<file path="src/hw/ees_map.svh">
`ifndef EES_MAP_SVH
`define EES_MAP_SVH

// Array geometry
`define EES_WORDS 256
`define EES_LAST_ADDR 8'hFF

// Clock pulses expected per instruction
`define EES_CNT_SHORT 6'd11
`define EES_CNT_LONG 6'd27
`define EES_CNT_MAX 6'h3F
`define EES_CNT_START 6'd1
`define EES_SR_FULL 6'd26

// Opcode field values
`define EES_OP_MISC 2'h0
`define EES_OP_WRITE 2'h1
`define EES_OP_READ 2'h2
`define EES_OP_CLEAR 2'h3

// Address-field selectors of the miscellaneous and clear opcodes
`define EES_SEL_LOCK 2'h0
`define EES_SEL_FILL 2'h1
`define EES_SEL_UNLOCK 2'h3
`define EES_ADDR_FREEZE 8'h00
`define EES_ADDR_CLEAR 8'hFF

// Boundary register reset contents
`define EES_BOUND_RST 8'hFF
`define EES_FLAG_RST 1'b1
`define EES_FLAG_CLEARED 1'b1
`define EES_FLAG_ACTIVE 1'b0

// Guard query frame: dummy bit, boundary, flag
`define EES_QRY_LEN 10
`define EES_QRY_DUMMY 1'b0

// Self-timed programming time
`define EES_PROG_TIME_US 100
`define EES_CLK_PERIOD_NS 10

`endif

</file>
<file path="src/hw/ees_pkg.sv">
package ees_pkg;

    // Serial front-end states, Gray coded
    typedef enum logic [1:0] {
        EES_ST_IDLE  = 2'h0,
        EES_ST_SHIFT = 2'h1,
        EES_ST_BUSY  = 2'h3
    } ees_state_t;

    // Instructions decoded at the end of a frame
    typedef enum logic [3:0] {
        EES_K_NONE   = 4'h0,
        EES_K_WRITE  = 4'h1,
        EES_K_FILL   = 4'h2,
        EES_K_UNLOCK = 4'h3,
        EES_K_LOCK   = 4'h4,
        EES_K_GUNLK  = 4'h5,
        EES_K_GSET   = 4'h6,
        EES_K_GRESET = 4'h7,
        EES_K_GFRZ   = 4'h8
    } ees_kind_t;

endpackage

</file>
<file path="src/hw/ees_prog_timer.sv">
`timescale 1ns/1ns
module ees_prog_timer #(
    parameter int CYCLES = 10000
) (
    input wire logic clk_i,    // System clock
    input wire logic rst_n_i,  // Async reset, active low
    input wire logic start_i,  // Start a programming cycle
    output logic busy_o,       // Cycle in progress
    output logic done_o        // One-cycle end pulse
);

    logic [31:0] cnt_reg;

    // Count runs only while busy, on the system clock, independent of the serial clock
    always_ff @(posedge clk_i or negedge rst_n_i) begin
        if (!rst_n_i) begin
            cnt_reg <= 32'h0;
            busy_o <= 1'b0;
            done_o <= 1'b0;
        end else begin
            done_o <= 1'b0;
            if (start_i && !busy_o) begin
                busy_o <= 1'b1;
                cnt_reg <= 32'h0;
            end else if (busy_o) begin
                if (cnt_reg == 32'(CYCLES - 1)) begin
                    busy_o <= 1'b0;
                    done_o <= 1'b1;
                end else begin
                    cnt_reg <= cnt_reg + 32'h1;
                end
            end
        end
    end

endmodule

</file>
<file path="src/hw/ees_core.sv">
`timescale 1ns/1ns
`include "ees_map.svh"
module ees_core #(
    parameter int PROG_CYCLES = `EES_PROG_TIME_US * 1000 / `EES_CLK_PERIOD_NS
) (
    input wire logic clk_i,                 // System clock, 100 MHz
    input wire logic rst_n_i,               // Async reset, active low
    input wire logic device_pick_i,         // Chip select
    input wire logic shift_timing_i,        // Serial clock
    input wire logic input_bit_line_i,      // Serial data in
    input wire logic program_permit_i,      // Write permission pin
    input wire logic guard_access_i,        // Boundary register access pin
    input wire logic [7:0] peek_addr_i,     // Array inspection address
    output logic output_bit_line_o,         // Serial data out
    output logic output_bit_line_oe_o,      // Serial data out enable
    output logic [15:0] peek_data_o         // Array inspection data
);

    // ----------------------------------------
    // Edge detection and state
    // ----------------------------------------
    ees_pkg::ees_state_t state_reg;
    ees_pkg::ees_kind_t kind;
    logic clk_prev_reg;
    logic c_rise;
    logic [5:0] cnt_reg;
    logic [25:0] sr_reg;
    logic pre_frame_reg;
    logic pre_ok_reg;
    logic w_ok_reg;
    logic prog_en_reg;
    logic guard_en_reg;
    logic [7:0] boundary_reg;
    logic flag_reg;
    logic freeze_reg;
    logic ready_hold_reg;
    logic qry_active_reg;
    logic [9:0] qry_sr_reg;
    logic [15:0] mem [`EES_WORDS];
    logic decide;
    logic start_bit;
    logic is_long;
    logic is_short;
    logic [1:0] op_l;
    logic [1:0] op_s;
    logic [7:0] addr_l;
    logic [7:0] addr_s;
    logic [15:0] data_l;
    logic protected_hit;
    logic guard_ok;
    logic start_prog;
    logic tmr_busy;
    logic tmr_done;
    logic [31:0] busy_cyc_reg;

    // Serial clock edge against previous sample
    assign c_rise = shift_timing_i && !clk_prev_reg;
    // Start bit while selected and idle
    assign start_bit = (state_reg == ees_pkg::EES_ST_IDLE) && device_pick_i && c_rise && input_bit_line_i;
    assign decide = (state_reg == ees_pkg::EES_ST_SHIFT) && !device_pick_i;

    // Previous serial clock level
    always_ff @(posedge clk_i or negedge rst_n_i) begin
        if (!rst_n_i) begin
            clk_prev_reg <= 1'b0;
        end else begin
            clk_prev_reg <= shift_timing_i;
        end
    end

    // ----------------------------------------
    // Frame fields
    // ----------------------------------------
    // 27 or 11 pulse frames
    assign is_long = (cnt_reg == `EES_CNT_LONG);
    assign is_short = (cnt_reg == `EES_CNT_SHORT);
    assign op_l = sr_reg[25:24];
    assign addr_l = sr_reg[23:16];
    assign data_l = sr_reg[15:0];
    assign op_s = sr_reg[9:8];
    assign addr_s = sr_reg[7:0];

    // ----------------------------------------
    // Front-end sequencer
    // ----------------------------------------
    // Busy state ignores input
    always_ff @(posedge clk_i or negedge rst_n_i) begin
        if (!rst_n_i) begin
            state_reg <= ees_pkg::EES_ST_IDLE;
        end else begin
            case (state_reg)
                ees_pkg::EES_ST_IDLE: begin
                    if (start_bit) begin
                        state_reg <= ees_pkg::EES_ST_SHIFT;
                    end
                end
                ees_pkg::EES_ST_SHIFT: begin
                    if (decide) begin
                        state_reg <= start_prog ? ees_pkg::EES_ST_BUSY : ees_pkg::EES_ST_IDLE;
                    end
                end
                ees_pkg::EES_ST_BUSY: begin
                    if (tmr_done) begin
                        state_reg <= ees_pkg::EES_ST_IDLE;
                    end
                end
                default: begin
                    state_reg <= ees_pkg::EES_ST_IDLE;
                end
            endcase
        end
    end

    always_ff @(posedge clk_i or negedge rst_n_i) begin
        if (!rst_n_i) begin
            cnt_reg <= 6'h0;
        end else if (start_bit) begin
            cnt_reg <= `EES_CNT_START;
        end else if (state_reg == ees_pkg::EES_ST_SHIFT && device_pick_i && c_rise && cnt_reg != `EES_CNT_MAX) begin
            cnt_reg <= cnt_reg + 6'h1;
        end
    end

    always_ff @(posedge clk_i or negedge rst_n_i) begin
        if (!rst_n_i) begin
            sr_reg <= 26'h0;
        end else if (start_bit) begin
            sr_reg <= 26'h0;
        end else if (state_reg == ees_pkg::EES_ST_SHIFT && device_pick_i && c_rise && cnt_reg <= `EES_SR_FULL) begin
            sr_reg <= {sr_reg[24:0], input_bit_line_i};
        end
    end

    // Pin levels held over whole frame
    always_ff @(posedge clk_i or negedge rst_n_i) begin
        if (!rst_n_i) begin
            pre_frame_reg <= 1'b0;
            pre_ok_reg <= 1'b0;
            w_ok_reg <= 1'b0;
        end else if (start_bit) begin
            pre_frame_reg <= guard_access_i;
            pre_ok_reg <= guard_access_i;
            w_ok_reg <= program_permit_i;
        end else if (state_reg == ees_pkg::EES_ST_SHIFT) begin
            pre_ok_reg <= pre_ok_reg && guard_access_i;
            w_ok_reg <= w_ok_reg && program_permit_i;
        end
    end

    // ----------------------------------------
    // Instruction decode
    // ----------------------------------------
    // Opcode space chosen by guard access at start
    always_comb begin
        kind = ees_pkg::EES_K_NONE;
        if (!pre_frame_reg) begin
            if (is_long && op_l == `EES_OP_WRITE) begin
                kind = ees_pkg::EES_K_WRITE;
            end else if (is_long && op_l == `EES_OP_MISC && addr_l[7:6] == `EES_SEL_FILL) begin
                kind = ees_pkg::EES_K_FILL;
            end else if (is_short && op_s == `EES_OP_MISC && addr_s[7:6] == `EES_SEL_UNLOCK) begin
                kind = ees_pkg::EES_K_UNLOCK;
            end else if (is_short && op_s == `EES_OP_MISC && addr_s[7:6] == `EES_SEL_LOCK) begin
                kind = ees_pkg::EES_K_LOCK;
            end
        end else if (is_short) begin
            if (op_s == `EES_OP_WRITE) begin
                kind = ees_pkg::EES_K_GSET;
            end else if (op_s == `EES_OP_CLEAR && addr_s == `EES_ADDR_CLEAR) begin
                kind = ees_pkg::EES_K_GRESET;
            end else if (op_s == `EES_OP_MISC && addr_s[7:6] == `EES_SEL_UNLOCK) begin
                kind = ees_pkg::EES_K_GUNLK;
            end else if (op_s == `EES_OP_MISC && addr_s == `EES_ADDR_FREEZE) begin
                kind = ees_pkg::EES_K_GFRZ;
            end
        end
    end

    assign protected_hit = (flag_reg == `EES_FLAG_ACTIVE) && (addr_l >= boundary_reg);
    // Frozen or not unlocked blocks guard writes
    assign guard_ok = guard_en_reg && w_ok_reg && pre_ok_reg && !freeze_reg;

    always_comb begin
        start_prog = 1'b0;
        if (decide) begin
            case (kind)
                ees_pkg::EES_K_WRITE: start_prog = prog_en_reg && w_ok_reg && !protected_hit;
                ees_pkg::EES_K_FILL: start_prog = prog_en_reg && w_ok_reg && flag_reg == `EES_FLAG_CLEARED;
                ees_pkg::EES_K_GSET: start_prog = guard_ok;
                ees_pkg::EES_K_GRESET: start_prog = guard_ok;
                ees_pkg::EES_K_GFRZ: start_prog = guard_ok;
                default: start_prog = 1'b0;
            endcase
        end
    end

    // ----------------------------------------
    // Permission state
    // ----------------------------------------
    // Locked from reset
    always_ff @(posedge clk_i or negedge rst_n_i) begin
        if (!rst_n_i) begin
            prog_en_reg <= 1'b0;
        end else if (decide && kind == ees_pkg::EES_K_UNLOCK && w_ok_reg) begin
            prog_en_reg <= 1'b1;
        end else if (decide && kind == ees_pkg::EES_K_LOCK) begin
            prog_en_reg <= 1'b0;
        end
    end

    // Guard unlock armed for next frame only
    always_ff @(posedge clk_i or negedge rst_n_i) begin
        if (!rst_n_i) begin
            guard_en_reg <= 1'b0;
        end else if (decide) begin
            guard_en_reg <= (kind == ees_pkg::EES_K_GUNLK) && prog_en_reg && w_ok_reg && pre_ok_reg;
        end
    end

    // ----------------------------------------
    // Boundary register
    // ----------------------------------------
    // Only set and reset touch the flag
    always_ff @(posedge clk_i or negedge rst_n_i) begin
        if (!rst_n_i) begin
            boundary_reg <= `EES_BOUND_RST;
            flag_reg <= `EES_FLAG_RST;
        end else if (start_prog && kind == ees_pkg::EES_K_GRESET) begin
            boundary_reg <= `EES_ADDR_CLEAR;
            flag_reg <= `EES_FLAG_CLEARED;
        end else if (start_prog && kind == ees_pkg::EES_K_GSET) begin
            boundary_reg <= addr_s;
            flag_reg <= `EES_FLAG_ACTIVE;
        end
    end

    always_ff @(posedge clk_i or negedge rst_n_i) begin
        if (!rst_n_i) begin
            freeze_reg <= 1'b0;
        end else if (start_prog && kind == ees_pkg::EES_K_GFRZ) begin
            freeze_reg <= 1'b1;
        end
    end

    // ----------------------------------------
    // Array and programming timer
    // ----------------------------------------
    // Fill writes every word at once
    always_ff @(posedge clk_i) begin
        if (start_prog && kind == ees_pkg::EES_K_FILL) begin
            for (int i = 0; i < `EES_WORDS; i++) begin
                mem[i] <= data_l;
            end
        end else if (start_prog && kind == ees_pkg::EES_K_WRITE) begin
            mem[addr_l] <= data_l;
        end
    end

    // Registered inspection read
    always_ff @(posedge clk_i or negedge rst_n_i) begin
        if (!rst_n_i) begin
            peek_data_o <= 16'h0;
        end else begin
            peek_data_o <= mem[peek_addr_i];
        end
    end

    // Cycle timed on the system clock
    ees_prog_timer #(
        .CYCLES(PROG_CYCLES)
    ) u_timer (
        .clk_i(clk_i),
        .rst_n_i(rst_n_i),
        .start_i(start_prog),
        .busy_o(tmr_busy),
        .done_o(tmr_done)
    );

    // ----------------------------------------
    // Serial output
    // ----------------------------------------
    // Ready held; end of cycle wins over clear
    always_ff @(posedge clk_i or negedge rst_n_i) begin
        if (!rst_n_i) begin
            ready_hold_reg <= 1'b0;
        end else if (tmr_done) begin
            ready_hold_reg <= 1'b1;
        end else if (start_bit || !device_pick_i) begin
            ready_hold_reg <= 1'b0;
        end
    end

    // Query frame loaded after address bits
    always_ff @(posedge clk_i or negedge rst_n_i) begin
        if (!rst_n_i) begin
            qry_active_reg <= 1'b0;
            qry_sr_reg <= 10'h0;
        end else if (state_reg != ees_pkg::EES_ST_SHIFT || !device_pick_i) begin
            qry_active_reg <= 1'b0;
        end else if (!qry_active_reg && is_short && pre_frame_reg && op_s == `EES_OP_READ) begin
            qry_active_reg <= 1'b1;
            qry_sr_reg <= {`EES_QRY_DUMMY, boundary_reg, flag_reg};
        end else if (qry_active_reg && c_rise) begin
            qry_sr_reg <= {qry_sr_reg[8:0], 1'b0};
        end
    end

    // Busy low, ready high while selected
    always_ff @(posedge clk_i or negedge rst_n_i) begin
        if (!rst_n_i) begin
            output_bit_line_o <= 1'b0;
            output_bit_line_oe_o <= 1'b0;
        end else if (state_reg == ees_pkg::EES_ST_BUSY && device_pick_i) begin
            output_bit_line_o <= 1'b0;
            output_bit_line_oe_o <= 1'b1;
        end else if (ready_hold_reg && device_pick_i) begin
            output_bit_line_o <= 1'b1;
            output_bit_line_oe_o <= 1'b1;
        end else if (qry_active_reg) begin
            output_bit_line_o <= qry_sr_reg[`EES_QRY_LEN - 1];
            output_bit_line_oe_o <= 1'b1;
        end else begin
            output_bit_line_o <= 1'b0;
            output_bit_line_oe_o <= 1'b0;
        end
    end

    // ----------------------------------------
    // Checks
    // ----------------------------------------
    // Cycles spent in the busy state
    always_ff @(posedge clk_i or negedge rst_n_i) begin
        if (!rst_n_i) begin
            busy_cyc_reg <= 32'h0;
        end else if (state_reg == ees_pkg::EES_ST_BUSY) begin
            busy_cyc_reg <= busy_cyc_reg + 32'h1;
        end else begin
            busy_cyc_reg <= 32'h0;
        end
    end

    AST_FILL_NEEDS_CLEAR: assert property (@(posedge clk_i) disable iff (!rst_n_i)
        decide && kind == ees_pkg::EES_K_FILL && flag_reg == `EES_FLAG_ACTIVE |=> state_reg == ees_pkg::EES_ST_IDLE)
        else $error("fill ran with boundary not cleared");

    AST_FILL_ALL: assert property (@(posedge clk_i) disable iff (!rst_n_i)
        start_prog && kind == ees_pkg::EES_K_FILL |=> mem[0] == $past(data_l) && mem[255] == $past(data_l))
        else $error("fill did not reach every word");

    AST_BUSY_LOW: assert property (@(posedge clk_i) disable iff (!rst_n_i)
        state_reg == ees_pkg::EES_ST_BUSY && device_pick_i |=> output_bit_line_oe_o && !output_bit_line_o)
        else $error("busy not shown low");

    AST_IGNORE_BUSY: assert property (@(posedge clk_i) disable iff (!rst_n_i)
        state_reg == ees_pkg::EES_ST_BUSY ##1 state_reg == ees_pkg::EES_ST_BUSY |-> $stable(cnt_reg) && $stable(sr_reg))
        else $error("input taken while busy");

    AST_READY_HOLD: assert property (@(posedge clk_i) disable iff (!rst_n_i)
        tmr_done ##1 device_pick_i |=> output_bit_line_oe_o && output_bit_line_o)
        else $error("ready not shown high");

    AST_SELF_TIMED: assert property (@(posedge clk_i) disable iff (!rst_n_i)
        tmr_done |-> busy_cyc_reg == 32'(PROG_CYCLES))
        else $error("programming time wrong");

    AST_PROTECT: assert property (@(posedge clk_i) disable iff (!rst_n_i)
        decide && kind == ees_pkg::EES_K_WRITE && protected_hit |=> state_reg == ees_pkg::EES_ST_IDLE)
        else $error("write into protected area");

    AST_FREEZE_FIXED: assert property (@(posedge clk_i) disable iff (!rst_n_i)
        freeze_reg |=> freeze_reg && $stable(boundary_reg) && $stable(flag_reg))
        else $error("frozen boundary changed");

    AST_QUERY_DUMMY: assert property (@(posedge clk_i) disable iff (!rst_n_i)
        $rose(qry_active_reg) && device_pick_i && state_reg == ees_pkg::EES_ST_SHIFT |=> output_bit_line_oe_o && !output_bit_line_o)
        else $error("query dummy bit missing");

    AST_UNLOCK_FLAG: assert property (@(posedge clk_i) disable iff (!rst_n_i)
        decide && kind == ees_pkg::EES_K_GUNLK |=> $stable(flag_reg) && $stable(boundary_reg))
        else $error("guard unlock changed flag");

    AST_PULSE_COUNT: assert property (@(posedge clk_i) disable iff (!rst_n_i)
        decide && !is_long && !is_short |=> state_reg == ees_pkg::EES_ST_IDLE && $stable(boundary_reg))
        else $error("miscounted frame executed");

    AST_POWERUP_LOCK: assert property (@(posedge clk_i) disable iff (!rst_n_i)
        decide && !prog_en_reg && kind == ees_pkg::EES_K_WRITE |=> state_reg == ees_pkg::EES_ST_IDLE)
        else $error("write executed while locked");

    AST_TIMER_IN_BUSY: assert property (@(posedge clk_i) disable iff (!rst_n_i)
        tmr_busy |-> state_reg == ees_pkg::EES_ST_BUSY)
        else $error("timer running outside busy state");

endmodule

</file>
<file path="config.mk">
export PLATFORM = sky130hd
export DESIGN_NAME = ees_core
export DESIGN_NICKNAME = d
export VERILOG_FILES = /design/src/hw/ees_pkg.sv /design/src/hw/ees_prog_timer.sv /design/src/hw/ees_core.sv
export VERILOG_INCLUDE_DIRS = /design/src /design/src/hw
export SDC_FILE = /design/constraint.sdc
export NUM_CORES = 2
export LEC_CHECK = 0
export ABC_CLOCK_PERIOD_IN_PS = 13800
export BUFFER_PORTS_ARGS = -buffer_cell sky130_fd_sc_hd__buf_2
export CELL_PAD_IN_SITES_DETAIL_PLACEMENT = 1
export CELL_PAD_IN_SITES_GLOBAL_PLACEMENT = 1
export CORE_ASPECT_RATIO = 2
export CORE_UTILIZATION = 40
export CTS_BUF_LIST = sky130_fd_sc_hd__clkbuf_16
export CTS_CLUSTER_SIZE = 14
export DETAILED_ROUTE_END_ITERATION = 8
export PLACE_DENSITY = 0.71
export SLEW_MARGIN = 30
export SYNTH_ARGS = -nofsm -noshare
export SYNTH_HDL_FRONTEND = slang
export SYNTH_SLANG_ARGS = --single-unit
export TNS_END_PERCENT = 20
</file>
<file path="constraint.sdc">
create_clock -name clk_i -period 13.8 [get_ports clk_i]
set_input_delay 4.14 -clock clk_i [delete_from_list [all_inputs] [get_ports clk_i]]
set_output_delay 4.14 -clock clk_i [all_outputs]
set_load 0.02 [all_outputs]
</file>
Word-level counts from Yosys, hierarchy flattened
Memories as Yosys holds them, arrays and structs flattened. A register that Yosys moved wholly into a read port is not among the register bits.
Index checks and enable logic that the tools add are counted.
- $add $sub $neg: 2
- shift operators: 0
- divide/modulo/power cells: 0
- equality and inequality tests: 26
- multipliers: 0
- magnitude comparators: 2
- bitwise logic cells: 2
- reduce and logical (&&, ||, !) cells: 73
- multiplexer cells: 60
- operator list (operator ; count):
    $mux 32 ; 3
    $mux 26 ; 2
    $logic_and 1x1->1 ; 45
    $add 32x1->32 const B ; 1
    $eq 32x14->1 const B ; 1
    $mux 1 ; 31
    $mux 4 ; 6
    $mux 8 ; 3
    $mux 10 ; 2
    $reduce_bool 2->1 ; 9
    $eq 4x3->1 const B ; 4
    $mux 16 ; 1
    $reduce_or 16->1 ; 1
    $mux 3 ; 4
    $mux 6 ; 2
    $eq 2x1->1 const B ; 4
    $eq 2x2->1 const B ; 4
    $eq 4x2->1 const B ; 2
    $eq 8x8->1 const B ; 1
    $ge 8x8->1 ; 1
    $logic_not 2->1 ; 4
    $logic_not 8->1 ; 1
    $mux 2 ; 4
    $logic_not 1->1 ; 7
    16 further kinds ; 22
- latch bits: 0
- memories: 1
- output and inout port bits: 18
- memory bits (read-only): 0
- memory bits (writable): 4096
- register bits after elaboration: 98
- logic and storage cells: 186
- input bits: 15
- memory list (memory ; depth ; bits a word ; read ports ; clocked after Yosys merged registers in ; wr ports ; line ; RTL):
    mem ; 256 ; 16 ; 1 ; 1 ; 256 ; ees_core.sv:39 ; logic [15:0] mem [`EES_WORDS];

Logic depth before layout (Yosys ltp)
- word-level depth: 18
- depth in mapped cells: 12
- depth with buffers taken out: 8

Modules after synthesis
A second synthesis with hierarchy kept.
- cell total of the unflattened synthesis: 8919
- area total of the unflattened synthesis: 164347.6 sq um
- by module, submodules not included (module ; sequential area each (sq um) ; area each (sq um) ; cells each ; instances):
    ees_core ; 125011.1 ; 162415.8 ; 8709 ; 1
    ees_prog_timer ; 850.8 ; 1931.9 ; 210 ; 1

Least setup slack after synthesis
Ideal clock, no wire load.
- kind: input port to flip-flop
- from: in device_pick_i
- to: mem mem[10][0] (enable)
- required time: 13.406 ns
- path buffers: 2
- stages: 8
- path slack: 7.019 ns
- data arrival time: 6.386 ns
- cell sequence: or3b_2 > nor2_1 > nand4b_1 > a21oi_1 > a31oi_4 > buf_2 > buf_4 > a21oi_1
- RTL lines (item ; line ; RTL):
    from (decl) ; ees_core.sv:8 ; input wire logic device_pick_i,
    to (decl) ; ees_core.sv:39 ;

==> out/qor.yml <==
global_route:
  overflow: 0
  grt_usage_pct: 22.8
  first_global_vias: 87900
  use_met1_pct: 23.8
  grt_first_pass_wirelength_um: 665000
  grt-busiest-layer: "met2"
  grt_max_degree: 186
  grt_util_met2_pct: 41.4
  met3_usage_pct: 2.72
  antenna_found_initial: 13
synth:
  synth_area_per_cell_sq_um: 20.6
  synthTopCellsByArea: "edfxtp_1, mux4_2, mux2i_1"
  synth_edf_count: 4096
  ys.warnings.count: 0
  async_flop_share_pct: 2.71
  synth_area_leader_cell: "edfxtp_1"
  yosysTopAreaCellShare_pct: 75.6
  yosysSeqAreaShare_pct: 77.4
  syn_area_sq_um: 163000
  syn_nets: 7933
  synth-seq-cells: 4210
  synthFlopType: "edfxtp_1"
  synth_cell_types: 67
  synthesis.instances: 7907
clocking:
  path_clk_slew_ns: 0.07
  post_cts_buffers: 0
  htree_levels: 5
  cts_sinks: 4210
  post_cts_resized: 0
  root_buffer: "clkbuf_16"
  cts_buffers: 356
  hold_buffers: 0
  clockBufferDepth: 4
  tritoncts: "built"
  insertion_delay_ns: 0.96
sta:
  period_share_pct: 59.7
  rsz0062_at_grt: "false"
  finalSetupViolations: 0
  maxSlewViolCount: 0
  min_period_ns: 8.23
  max_freq_mhz: 121
  tightest_slew_ns: 1.14
  final.setup.tns_ns: 0
  hold_slack_ns: 0.490
  relSlewSlack_pct: 23.6
  finalClockSkew_ns: 0.0670
  hold_viol_final: 0
placement:
  placedInstanceArea_sq_um: 172000
  dpl.hpwl_um: 298000
  io_buffers: 32
  gp_congestion: 0.893
flow_run:
  maxCapViolations: 0
status:
  run_status: "completed"
cells_and_area:
  postLayoutCellArea_sq_um: 183000
  final_common_cell: "edfxtp_1"
  drive_gt1_share_pct: 23.6
  nFillCells: 36900
  syn_to_final_growth_pct: 12.2
  nets: 8213
  layout_common_cells: "edfxtp_1, mux4_2, mux2i_1, clkbuf_16, buf_4"
  largest_reg_flops: 4096
detailed_routing:
  post_drt_via_cell_ratio: 5.97
  detail_route.drc_violations: 0
  vias: 81600
  ant_nets: 0
  routed_wl_um: 471000
  drt_pass1_iterations: 8
  wl_per_cell_um: 34.5
  drtIter0Drc: 7575
pwr:
  p_leak_nw: 66.7
  power_density_nw_per_um2: 130
  power_mw: 23.6
  ir_worst_vdd_mv: 0.114
worst_setup_path:
  arrival_ns: 9.02
  cp_common_cell: "buf_12"
  reg2reg_setup_slack_ns: 7.44
  crit_type: "in2reg"
  critPathRequiredTime_ns: 14.58
  endpoint_kind: "register"
  startpoint_type: "input pin"
  cpPeakStageDelay_ns: 0.89
  crit_chain: "buf_12 -> buf_12 -> buf_16 -> buf_4 -> mux4_2 -> a22o_1 -> a221oi_1 -> o22ai_1 -> nor3_1 -> a211oi_1"
  startpoint: "peek_addr_i[0]"
  critical_path.slowest_cell: "nor3_1"
  critPathMaxFanout: 78
  reg2reg_from: "sr_reg[7]$_DFFE_PN0P_"
die:
  dieArea_sq_um: 409000
  ios: 33
  initial_core_util_pct: 40.2
  rows: 330
  core_sq_um: 404000
  die_h_um: 904
  die_width_um: 453
hold_path:
  hp-start: "u_timer.done_o$_DFF_PN0_"
  hold_path.class: "reg2reg"
==> layout make-up <==
type	instances	area, sq um	area share (%)
antenna	8	20.0	0.0110
clock buffer	363	9080	4.98
clock inverter	161	886	0.485
inverter	22	82.6	0.0452
multi-input combinational	3175	36300	19.9
sequential	4210	126000	69.0
tap	5312	6650	3.64
timing repair buffer	422	3590	1.97
==> per-stage QoR <==
stage / std cells / utilization (%) / worst slack (ns)
finish: 13700 / 45.2 / 5.57
global route: 13700 / 45.2 / 5.50
CTS: 13700 / 45.1 / 5.67
detailed placement: 13100 / 42.6 / 4.70
global placement: 13100 / 42.4 / 3.98
floorplan: 7907 / - / 7.02
==> layer usage <==
layer	vias to the layer above	share of wire, %
li1	33400	-
met1	44300	33
met2	2925	54
met3	1045	4.9
met4	0	8.7
met5	-	0
==> Yosys cell counts, types with 3 or more instances <==
master    number
edfxtp_1    4096
mux4_2       816
mux2i_1      574
a21oi_1      339
o22ai_1      293
nand2_1      289
clkbuf_1     259
buf_2        160
nor2_1       150
a22oi_1      113
dfrtp_1      105
a22o_1        97
nor4_1        75
nor3_1        74
a31oi_1       50
buf_4         45
buf_1         36
a221oi_1      32
o211ai_1      32
nand4_1       29
nand3_1       25
o21ai_0       23
inv_1         21
xnor2_1       17
a211oi_1      16
xor2_1        16
nand2b_1      12
ha_1          11
dfstp_2        9
mux2_2         9
nor2b_1        6
and2_1         5
and4_1         5
nand3b_1       5
or3_1          5
and3_1         4
nand4b_1       4
nor4b_1        4
or3b_2         4
nor2_2         3
o21bai_1       3
o31ai_1        3
==> power breakdown <==
| group | internal [mW] | leakage (nW) | switching (mW) |
|---|---|---|---|
| logic | 0.177 | 12.4 | 0.379 |
| registers | 13.8 | 49.1 | 0.0155 |
| clock network | 4.77 | 5.21 | 4.50 |
| total | 18.8 | 66.7 | 4.89 |
==> path summary, 6_finish.rpt <==
path                                            end  cells past startpoint
min                        state_reg[1]$_DFFE_PN0P_                      1
max reg2reg                   mem[164][2]$_DFFE_PP_                     11
max                        peek_data_o[8]$_DFF_PN0_                     10
min in group asynchronous  peek_data_o[8]$_DFF_PN0_                      1
max in group asynchronous     sr_reg[0]$_DFFE_PN0P_                      3
min reg2reg                state_reg[1]$_DFFE_PN0P_                      1
==> critical path, delay by kind of cell <==
kind	cells	cell delay, ns
buffers and inverters	4	1.84
AOI/OAI and AO/OA	4	1.33
and+or+nand+nor	1	0.89
muxes	1	0.59
==> cells by family (layout without fill, tap and decap cells) <==
| kind of cell | count (synthesis) | count (layout) | synth area share (%) |
|---|---|---|---|
| DFF | 4210 | 4210 | 77.4 |
| muxes | 1399 | 1399 | 14.9 |
| AOI/OAI and AO/OA | 1018 | 1018 | 4.00 |
| and+or+nand+nor | 714 | 714 | 2.06 |
| buffers and inverters | 522 | 968 | 1.43 |
| xor gates and xnor gates | 33 | 33 | 0.178 |
| adders and majority gates | 11 | 11 | 0.0846 |
| other | 0 | 8 | 0 |
Power figures use the tool's default switching activity.
